--- src/verilog/host_port_pkg.sv ---
// Purpose: Shared constants for the host register port.
// Assumes: 20 MHz core clock, channel A is index 0 and channel B is index 1.
// Notes: Register indices follow the pointer decode of the port.
package host_port_pkg;
    localparam int CLK_PERIOD_NS = 50;
    localparam int RECOVERY_TENTHS_CLK = 35;
    localparam int RECOVERY_CYCLES = (RECOVERY_TENTHS_CLK + 9) / 10;
    localparam int CH_A = 0;
    localparam int CH_B = 1;
    localparam int PTR_HIGH_BIT = 3;
    localparam int PTR_CODE5_BIT = 5;
    localparam int PTR_CODE6_BIT = 6;
    localparam logic [7:0] PTR_CLEAR_MASK = 8'hE0;
    localparam logic [3:0] IDX_POINTER = 4'h0;
    localparam logic [3:0] IDX_TRANSFER_MODE = 4'h1;
    localparam logic [3:0] IDX_VECTOR = 4'h2;
    localparam logic [3:0] IDX_PENDING = 4'h3;
    localparam logic [3:0] IDX_SYNC_PATTERN = 4'h7;
    localparam logic [3:0] IDX_MASTER_INT = 4'h9;
    localparam logic [3:0] IDX_MISC_STATUS = 4'hA;
    localparam logic [3:0] IDX_TIME_LOW = 4'hC;
    localparam logic [3:0] IDX_TIME_HIGH = 4'hD;
    localparam logic [3:0] IDX_DTR_FUNC = 4'hE;
    localparam logic [3:0] IDX_ENHANCE = 4'hF;
    localparam logic [3:0] IDX_COUNT_LOW = 4'h6;
    localparam logic [3:0] IDX_COUNT_HIGH = 4'h7;
    localparam int ENH_ALT_BIT = 0;
    localparam int ENH_FIFO_BIT = 2;
    localparam int XFER_ENABLE_BIT = 7;
    localparam int XFER_REQUEST_BIT = 6;
    localparam int XFER_RX_BIT = 5;
    localparam int DTR_REQUEST_BIT = 2;
    localparam int VEC_STATUS_LO = 1;
    localparam logic [7:0] REG_RESET = 8'h00;
    localparam int PIN_WIDTH = 14;
    localparam logic [PIN_WIDTH-1:0] PIN_IDLE = 14'h2700; // Strobes, enable and acknowledge rest high.
endpackage : host_port_pkg

--- src/verilog/host_register_port.sv ---
// Purpose: Host register port of a two channel serial controller.
// Assumes: Bus strobes and pins are asynchronous to core_clk.
// Notes: Data and status of the serial engines arrive on plain ports.
// Functional notes
// Data select high reaches data registers directly.
// Point-high code selects registers eight to fifteen.
// Other codes select registers zero to seven.
// Access after pointer write clears pointer bits.
// Host reaches indirect registers in two accesses.
// Channel select high is A, low B.
// Point-high decode holds data, gaps and aliases.
// FIFO off, registers four to seven image.
// Vector and master control shared by channels.
// Vector unmodified on A, status on B.
// Pending flags read through channel A only.
// FIFO enable exposes frame count registers.
// Alternate enable redirects sync pattern writes.
// Transfer mode picks wait or request function.
// Request asserts when data byte is ready.
// Wait asserts while transfer not ready.
// Terminal ready can act as transmit request.
// Strobes are synchronised before any use.
// Host spaces accesses by three and half clocks.
// Host holds selects stable; enable gates strobes.
// Host programs mode first, enables last.
`timescale 1ns/10ps
`default_nettype none
module host_register_port (
    input wire logic core_clk,
    input wire logic reset,
    input wire logic chip_enable_n,
    input wire logic read_n,
    input wire logic write_n,
    input wire logic data_cmd_sel,
    input wire logic chan_sel_a,
    input wire logic interrupt_acknowledge_n,
    input wire logic [7:0] data_in,
    input wire logic [1:0][7:0] rx_data,
    input wire logic [1:0][7:0] main_status,
    input wire logic [1:0][7:0] special_status,
    input wire logic [1:0][7:0] misc_status,
    input wire logic [1:0][7:0] count_low,
    input wire logic [1:0][7:0] count_high,
    input wire logic [5:0] pending_flag,
    input wire logic [2:0] vector_status,
    input wire logic [1:0] rx_ready,
    input wire logic [1:0] tx_ready,
    output logic [7:0] data_out,
    output logic data_oe,
    output logic [7:0] tx_data,
    output logic [1:0] tx_strobe,
    output logic [1:0] rx_read,
    output logic [1:0] wait_request_n,
    output logic [1:0] terminal_ready_n,
    output logic [7:0] vector_reg,
    output logic [7:0] master_int_ctrl,
    output logic [1:0][7:0] alt_frame_opts
);
    import host_port_pkg::*;

    logic [PIN_WIDTH-1:0] meta_ff;
    logic [PIN_WIDTH-1:0] sync_ff;
    logic rd_act_q_ff;
    logic wr_act_q_ff;
    logic [7:0] wr_data_ff;
    logic [1:0][7:0] ptr_ff;
    logic [1:0][15:0][7:0] wreg_ff;
    logic [7:0] vector_ff;
    logic [7:0] master_ff;
    logic [1:0][7:0] alt_ff;
    logic [7:0] data_out_ff;
    logic data_oe_ff;
    logic [7:0] tx_data_ff;
    logic [1:0] tx_strobe_ff;
    logic [1:0] rx_read_ff;
    logic [1:0] wait_request_n_ff;
    logic [1:0] terminal_ready_n_ff;

    // Pins pass two flops; the first stage feeds only the second.
    // Both stages reset to the idle pin levels, so no false strobe edge follows reset.
    always_ff @(posedge core_clk or posedge reset) begin
        if (reset) begin
            meta_ff <= PIN_IDLE;
            sync_ff <= PIN_IDLE;
        end else begin
            meta_ff <= {interrupt_acknowledge_n, chan_sel_a, data_cmd_sel, chip_enable_n, read_n, write_n, data_in};
            sync_ff <= meta_ff;
        end
    end

    // Decoded view of the synchronised pins.
    wire [7:0] s_data = sync_ff[7:0];
    wire s_wr_n = sync_ff[8];
    wire s_rd_n = sync_ff[9];
    wire s_ce_n = sync_ff[10];
    wire s_dc = sync_ff[11];
    wire s_ab = sync_ff[12];
    wire s_ack_n = sync_ff[13];
    // An acknowledge cycle is no register access, so it is kept out here.
    wire rd_act = ~s_ce_n & ~s_rd_n & s_ack_n;
    wire wr_act = ~s_ce_n & ~s_wr_n;
    wire rd_start = rd_act & ~rd_act_q_ff;
    wire rd_end = ~rd_act & rd_act_q_ff;
    wire wr_end = ~wr_act & wr_act_q_ff;
    wire ch = ~s_ab;
    wire [7:0] ptr = ptr_ff[ch];
    wire point_high = ptr[PTR_HIGH_BIT] & ~ptr[PTR_CODE5_BIT] & ~ptr[PTR_CODE6_BIT];
    wire [3:0] idx = {point_high, ptr[2:0]};
    wire is_data = s_dc | (idx == 4'h8);
    wire fifo_on = wreg_ff[ch][IDX_ENHANCE][ENH_FIFO_BIT];
    wire alt_on = wreg_ff[ch][IDX_ENHANCE][ENH_ALT_BIT];
    wire cmd_end = (rd_end | wr_end) & ~s_dc;
    wire ptr_load = wr_end & ~s_dc & (idx == IDX_POINTER);

    // Vector with status bits inserted, used on channel B reads.
    wire [7:0] vector_mod = {vector_ff[7:4], vector_status, vector_ff[0]};
    wire [7:0] vector_rd = (ch == 1'(CH_A)) ? vector_ff : vector_mod;
    wire [7:0] pending_rd = (ch == 1'(CH_A)) ? {2'h0, pending_flag} : REG_RESET;
    wire [1:0] low_sel = idx[1:0];
    // Low registers 4 and 5 alias 0 and 1; 6 and 7 alias 2 and 3 unless the frame FIFO is on.
    wire low_image = ~idx[2] | ~fifo_on | ~idx[1];
    wire [7:0] low_base = (low_sel == 2'd0) ? main_status[ch] :
                          (low_sel == 2'd1) ? special_status[ch] :
                          (low_sel == 2'd2) ? vector_rd : pending_rd;
    wire [7:0] low_rd = low_image ? low_base : (idx[0] ? count_high[ch] : count_low[ch]);
    // High decode: 1 reads zero, 3 and 7 mirror 15, 2 and 6 mirror 10.
    wire [7:0] high_rd = (idx[1:0] == 2'd1 && !idx[2]) ? REG_RESET :
                         (idx[1:0] == 2'd0) ? wreg_ff[ch][IDX_TIME_LOW] :
                         (idx[1:0] == 2'd1) ? wreg_ff[ch][IDX_TIME_HIGH] :
                         (idx[1:0] == 2'd2) ? misc_status[ch] : wreg_ff[ch][IDX_ENHANCE];
    wire [7:0] read_mux = is_data ? rx_data[ch] : (point_high ? high_rd : low_rd);

    // Wait/request per channel from the transfer mode register.
    wire [1:0] nxt_wait_request_n;
    wire [1:0] nxt_terminal_ready_n;
    genvar gi;
    generate
        for (gi = 0; gi < 2; gi++) begin : g_chan
            wire [7:0] xm = wreg_ff[gi][IDX_TRANSFER_MODE];
            wire ready = xm[XFER_RX_BIT] ? rx_ready[gi] : tx_ready[gi];
            // Request mode drives on readiness, wait mode on the lack of it.
            assign nxt_wait_request_n[gi] = ~(xm[XFER_ENABLE_BIT] & (xm[XFER_REQUEST_BIT] ? ready : ~ready));
            assign nxt_terminal_ready_n[gi] = wreg_ff[gi][IDX_DTR_FUNC][DTR_REQUEST_BIT] ? ~tx_ready[gi] : 1'b1;
        end
    endgenerate

    // Edge history of the synchronised strobes.
    // Write data is held from inside the strobe, since a host may change it as soon as the strobe rises.
    always_ff @(posedge core_clk or posedge reset) begin
        if (reset) begin
            rd_act_q_ff <= 1'b0;
            wr_act_q_ff <= 1'b0;
            wr_data_ff <= REG_RESET;
            wait_request_n_ff <= 2'b11;
            terminal_ready_n_ff <= 2'b11;
        end else begin
            rd_act_q_ff <= rd_act;
            wr_act_q_ff <= wr_act;
            if (wr_act) begin
                wr_data_ff <= s_data;
            end
            wait_request_n_ff <= nxt_wait_request_n;
            terminal_ready_n_ff <= nxt_terminal_ready_n;
        end
    end

    // Read path: data is latched at the start so it holds for the cycle.
    always_ff @(posedge core_clk or posedge reset) begin
        if (reset) begin
            data_out_ff <= REG_RESET;
            data_oe_ff <= 1'b0;
            rx_read_ff <= 2'b00;
        end else begin
            rx_read_ff <= 2'b00;
            if (rd_start) begin
                data_out_ff <= read_mux;
                data_oe_ff <= 1'b1;
                rx_read_ff[ch] <= is_data;
            end else if (rd_end) begin
                data_oe_ff <= 1'b0;
            end
        end
    end

    // Write path acts at the strobe end, using the data held from inside the strobe.
    always_ff @(posedge core_clk or posedge reset) begin
        if (reset) begin
            ptr_ff <= '0;
            wreg_ff <= '0;
            vector_ff <= REG_RESET;
            master_ff <= REG_RESET;
            alt_ff <= '0;
            tx_data_ff <= REG_RESET;
            tx_strobe_ff <= 2'b00;
        end else begin
            tx_strobe_ff <= 2'b00;
            if (ptr_load) begin
                ptr_ff[ch] <= wr_data_ff;
            end else if (cmd_end) begin
                ptr_ff[ch] <= ptr & PTR_CLEAR_MASK;
            end
            if (wr_end) begin
                if (is_data) begin
                    tx_data_ff <= wr_data_ff;
                    tx_strobe_ff[ch] <= 1'b1;
                end else if (idx == IDX_VECTOR) begin
                    vector_ff <= wr_data_ff;
                end else if (idx == IDX_MASTER_INT) begin
                    master_ff <= wr_data_ff;
                end else if (idx == IDX_SYNC_PATTERN && alt_on) begin
                    alt_ff[ch] <= wr_data_ff;
                end else if (idx != IDX_POINTER) begin
                    wreg_ff[ch][idx] <= wr_data_ff;
                end
            end
        end
    end

    assign data_out = data_out_ff;
    assign data_oe = data_oe_ff;
    assign tx_data = tx_data_ff;
    assign tx_strobe = tx_strobe_ff;
    assign rx_read = rx_read_ff;
    assign wait_request_n = wait_request_n_ff;
    assign terminal_ready_n = terminal_ready_n_ff;
    assign vector_reg = vector_ff;
    assign master_int_ctrl = master_ff;
    assign alt_frame_opts = alt_ff;
endmodule : host_register_port
`default_nettype wire

--- config.mk ---
export PLATFORM = sky130hd
export DESIGN_NAME = host_register_port
export DESIGN_NICKNAME = d
export VERILOG_FILES = /design/src/verilog/host_port_pkg.sv /design/src/verilog/host_register_port.sv
export SDC_FILE = /design/constraint.sdc
export NUM_CORES = 1
export LEC_CHECK = 0
export ABC_AREA = 1
export BUFFER_PORTS_ARGS = -buffer_cell sky130_fd_sc_hd__buf_2
export CAP_MARGIN = 20
export CELL_PAD_IN_SITES_DETAIL_PLACEMENT = 2
export CELL_PAD_IN_SITES_GLOBAL_PLACEMENT = 2
export CORE_MARGIN = 2
export CORE_UTILIZATION = 31
export CTS_CLUSTER_DIAMETER = 80
export CTS_CLUSTER_SIZE = 14
export DETAILED_ROUTE_END_ITERATION = 10
export PLACE_DENSITY = 0.78
export SLEW_MARGIN = 20
export SYNTH_ARGS = -nofsm -noshare
export SYNTH_HDL_FRONTEND = slang
export SYNTH_SLANG_ARGS = --single-unit
export TNS_END_PERCENT = 10
--- constraint.sdc ---
create_clock -name core_clk -period 6.3 [get_ports core_clk]
set_input_delay 1.26 -clock core_clk [delete_from_list [all_inputs] [get_ports core_clk]]
set_output_delay 1.26 -clock core_clk [all_outputs]
set_load 0.02 [all_outputs]
Word level (Yosys, flattened, before mapping)
Index checks and enable logic that the tools add are counted.

word-level totals
  bits of input ports = 125
  output and inout bits = 57
  bits in registers = 367
  logic and storage cells = 170

cells by class
  mux-type cells = 54
  bitwise logic cells = 41
  eq/ne operators = 6
  order comparisons = 4
  reductions and logical operators = 15

operator list
  operator                                                                       count
  128-bit 2-to-1 mux                                                             3
  256-bit bitwise mux                                                            1
  8-bit 2-to-1 mux                                                               27
  128-bit demux with 1-bit select                                                1
  16-bit bitwise mux                                                             3
  8-bit demux with 4-bit select                                                  1
  16-bit 2-to-1 mux                                                              2
  1-bit NOT                                                                      23
  1-bit bitwise AND                                                              13
  1-bit 2-to-1 mux                                                               9
  8-bit demux with 1-bit select                                                  1
  4-bit equality test (second input constant)                                    2
  2-bit 2-to-1 mux                                                               3
  6-bit 2-to-1 mux                                                               1
  6-bit AND reduction                                                            1
  4-bit by 5-bit less-than comparator with 1-bit output (second input constant)  1
  5-bit AND reduction                                                            1
  4-bit by 2-bit equality test with 1-bit output (second input constant)         1
  4-bit by 3-bit equality test with 1-bit output (second input constant)         1
  4-bit by 1-bit >= comparator with 1-bit output (second input constant)         1
  1-bit logical AND                                                              4
  4-bit logical NOT                                                              1
  4-bit 2-to-1 mux                                                               1
  1-bit bitwise OR                                                               4
  other kinds (13)                                                               14

Logic depth before layout (Yosys ltp)
  word-level depth = 13
  depth in mapped cells = 15
  depth with buffers taken out = 14

Worst setup path before layout
OpenSTA, ideal clock, no wires.

  kind = register to register
  start point = register sync_ff[12]
  end point = register wreg_ff[233] (netlist name)
  data arrival time = 1,848 ps
  period minus slack after synthesis = 1,979 ps
  buffers on the path = 2
  required time = 6,169 ps
  setup slack = 4,321 ps
  library setup time = 131 ps
  stages on the path, launching flop included = 11
  cell sequence = dfrtp_1 -> buf_4 -> a21oi_1 -> nand3_4 -> nand2_2 -> nor2_4 -> nor2_8 -> nand4_4 -> buf_2 -> nand2_1 -> o21ai_1

on the way
  word-level cells in the longest chain between the ends = 12
  elaborated cells between the ends (all ways) = 32
  classes of those cells = order compare: 4; eq/ne: 4; mux: 9; bitwise: 10; reduce/logical: 5

ends and longest elaborated chain
  element                                                                                                                                               RTL line                   text
  start: declaration                                                                                                                                    host_register_port.sv:62   logic [PIN_WIDTH-1:0] sync_ff;
  start signal: assignment                                                                                                                              host_register_port.sv:87   sync_ff <= meta_ff;
  8-bit 2-to-1 mux (not written as such) (2 in a row)                                                                                                   host_register_port.sv:106  wire [7:0] ptr = ptr_ff[ch];
  1-bit NOT                                                                                                                                             host_register_port.sv:107  wire point_high = ptr[PTR_HIGH_BIT] & ~ptr[PTR_CODE5_BIT] & ~ptr[PTR_CODE6_BIT];
  1-bit bitwise AND (2 in a row)                                                                                                                        host_register_port.sv:107
  4-bit by 5-bit less-than comparator with 1-bit output (not written as such) / 4-bit by 1-bit >= comparator with 1-bit output (equally long branches)  host_register_port.sv:213  wreg_ff[ch][idx] <= wr_data_ff;
  1-bit logical AND (not written as such)                                                                                                               host_register_port.sv:213
  8-bit 2-to-1 mux (not written as such)                                                                                                                host_register_port.sv:213
  8-bit demux with 4-bit select                                                                                                                         host_register_port.sv:213
  128-bit 2-to-1 mux (not written as such)                                                                                                              host_register_port.sv:213
  128-bit demux with 1-bit select                                                                                                                       host_register_port.sv:213
  256-bit bitwise mux                                                                                                                                   host_register_port.sv:213
  end signal: indexed assignment                                                                                                                        host_register_port.sv:213
  end: declaration                                                                                                                                      host_register_port.sv:67   logic [1:0][15:0][7:0] wreg_ff;

Parallel ways exist; a longest one is shown, timed or not. The select of a mux whose other input is x is not followed.
A chain may end at the register's enable or synchronous reset.

Worst setup path after layout
  start point = register sync_ff[12]
  end point = register wreg_ff, in the netlist g_chan[0].xm[7]

Same word-level chain as after synthesis.

==> metrics.yaml <==
outcome: "finished, final reports clean"
pin_count: 182
dr.pass1.iters: 5
synth.area.top_cells: "dfrtp_1, nand2_1, nor2_1, o21ai_1, dfstp_2"
fin_crit_ns: 3.72
slew_viol_final: 0
cp_max_fo: 63
cpMostUsedCell: "nand2_1"
critPathSlowestCell: "dfrtp_4"
relSlewSlack: 0.373
fin_hold_ws_ns: 0.351
cts-hold-fix-buffers: 0
hold_viol_final: 0
grt_pass1_vias: 7934
path_cells: "buf_4, nand2_1, nand2_2, inv_2, nand2_1, nor2_1, nand2_1, nand2_1, inv_4, nand4_1, nand2_1, o21ai_0"
cts_made_buffers: 17
start_util: 0.317
synth_xor_area_frac: 0.00226
worstSetupPathType: "flop to flop"
area_growth_pct: 21.8
critPathBufInv: 3
place.port_buffers: 181
ys_types: 34
clk_pin_slew_ns: 0.07
yosys.area_share.simple: 0.287
largest_reg_flops: 50
cp-end-kind: "flop"
synth_top_family_by_area: "simple AND/OR/NAND/NOR gates"
wl_met3_mm: 1.51
regMostFlops: "wreg_ff"
pwr_density_cell_nw_per_um2: 288
r2r_slack_ns: 2.58
synthMuxAreaShare: 0.0118
wire_per_inst_um: 19.6
final_common_cell: "nand2_1"
clock-root-buffer: "clkbuf_16"
htreeDepth: 4
nNetsFinal: 1240
fin_setup_tns_ns: 0
irDropWorstVdd_mv: 0.169
synth_nets: 1089
critPathRequiredTime_ns: 6.56
syn_area_per_cell_um2: 8.07
grt_usage: 0.222
final_cell_mix: "nand2_1, buf_2, dfrtp_1"
yosys.area.top_type_share: 0.487
met1_length_mm: 12.4
pre_cts_ws_ns: 2.62
post-cts-setup-buffers: 0
ys_warn_count: 0
antennaDiodeCount: 0
die_w_um: 162
grt_overflow_total: 0
num_rows: 57
grt_pass1_wl_mm: 45.1
netlist_area_um2: 7770
hpwl_mm: 19.7
core-area_um2: 24500
fin_crit_sh: 0.590
post-route-util: 0.387
cts.sinks: 163
detail-route-antenna-nets: 0
antenna_found_initial: 0
cts_tree: "yes"
synth-adder-area-share: 0.00322
synth-compound-area-share: 0.118
drc_errors: 0
finClkSkew_ns: 0.0134
drt-total-wl_mm: 28.5
layout-drive-gt1-share: 0.233
cap_violations: 0
max_freq_mhz: 269
viasPerCell: 4.97
ys_ff_latch: 163
ctsResizeCount: 0
wl_met2_mm: 14.2
start_kind: "flop"
fin_ws_ns: 2.58
synth_area_leader_cell: "dfrtp_1"
arrival_ns: 3.98
dp.cells: 1418
dieArea_um2: 26300
rsz0062_at_grt: "false"
clockBufferDepth: 2
gp_congestion: 0.807
tightest_slew_ns: 0.937
setup_viol_count_final: 0
clk_latency_ns: 0.43
highest-signal-layer: "met4"
die_h_um: 162
postSynthCellCount: 962
num_vias: 7205
ys_seq_area_frac: 0.527
slowest_delay_ns: 0.75
p_leak_uw: 0.00471
cpLargestDelayFamily: "simple AND/OR/NAND/NOR gates"
final_cells: 1450
hold_class: "flop to flop"
grt_max_degree: 65
first_iter_violations: 420
layer usage:
metal | GRT usage | up-vias
met5 | 0 | -
met4 | 0.0563 | 0
met3 | 0.0421 | 23
met2 | 0.390 | 176
met1 | 0.282 | 3598
li1 | - | 3408
cell type report:
cell class | instances | area (um2)
clock inverters | 13 | 141
fillers | 2865 | 15000
flip-flops and latches | 163 | 4100
repair buffers | 185 | 936
well taps | 324 | 405
multi-input cells | 711 | 3290
inverters | 35 | 141
clock buffers | 19 | 453
path summary, 6_finish.rpt:
| check | from | endpoint | depth (start not counted) |
|---|---|---|---|
| worst max-delay path | sync_ff[12] | g_chan[0].xm[7] | 12 |
| worst min-delay path | meta_ff[4] | sync_ff[4] | 0 |
| worst max register to register | sync_ff[12] | g_chan[0].xm[7] | 12 |
| worst min register to register | meta_ff[4] | sync_ff[4] | 0 |
| max in group asynchronous | reset | wr_data_ff[2] | 3 |
| min in group asynchronous | reset | sync_ff[2] | 2 |
logic make-up after synthesis:
kind of cell	count (synthesis)
and+or+nand+nor	521
AOI/OAI and AO/OA	177
DFF	163
buffers and inverters	88
muxes	9
xor gates and xnor gates	2
adders and majority gates	2
where the power goes:
group | switching, uW | internal, uW | leakage [uW]
clock network | 460 | 581 | 0.000291
logic | 371 | 147 | 0.00228
registers | 45.7 | 1120 | 0.00214
per-stage QoR:
stage | total power [uW] | instance area [um2]
after floorplan | 1490 | 7770
after global placement | 1680 | 8860
after detailed placement | 1700 | 8870
after CTS | 2760 | 9460
after global routing | 2850 | 9460
final | 2720 | 9460
cells in the mapped netlist, drive strengths merged:
master	count
nand3	31
nor3	6
a21oi	26
ha	2
mux2	1
nand3b	2
buf	35
xor2	2
o21ai	143
nor2	116
clkbuf	18
dfstp	12
inv	35
dfrtp	151
nand2	350
o31ai	5
mux2i	8
nand4	16
o22ai	3
Power figures use the tool's default switching activity.
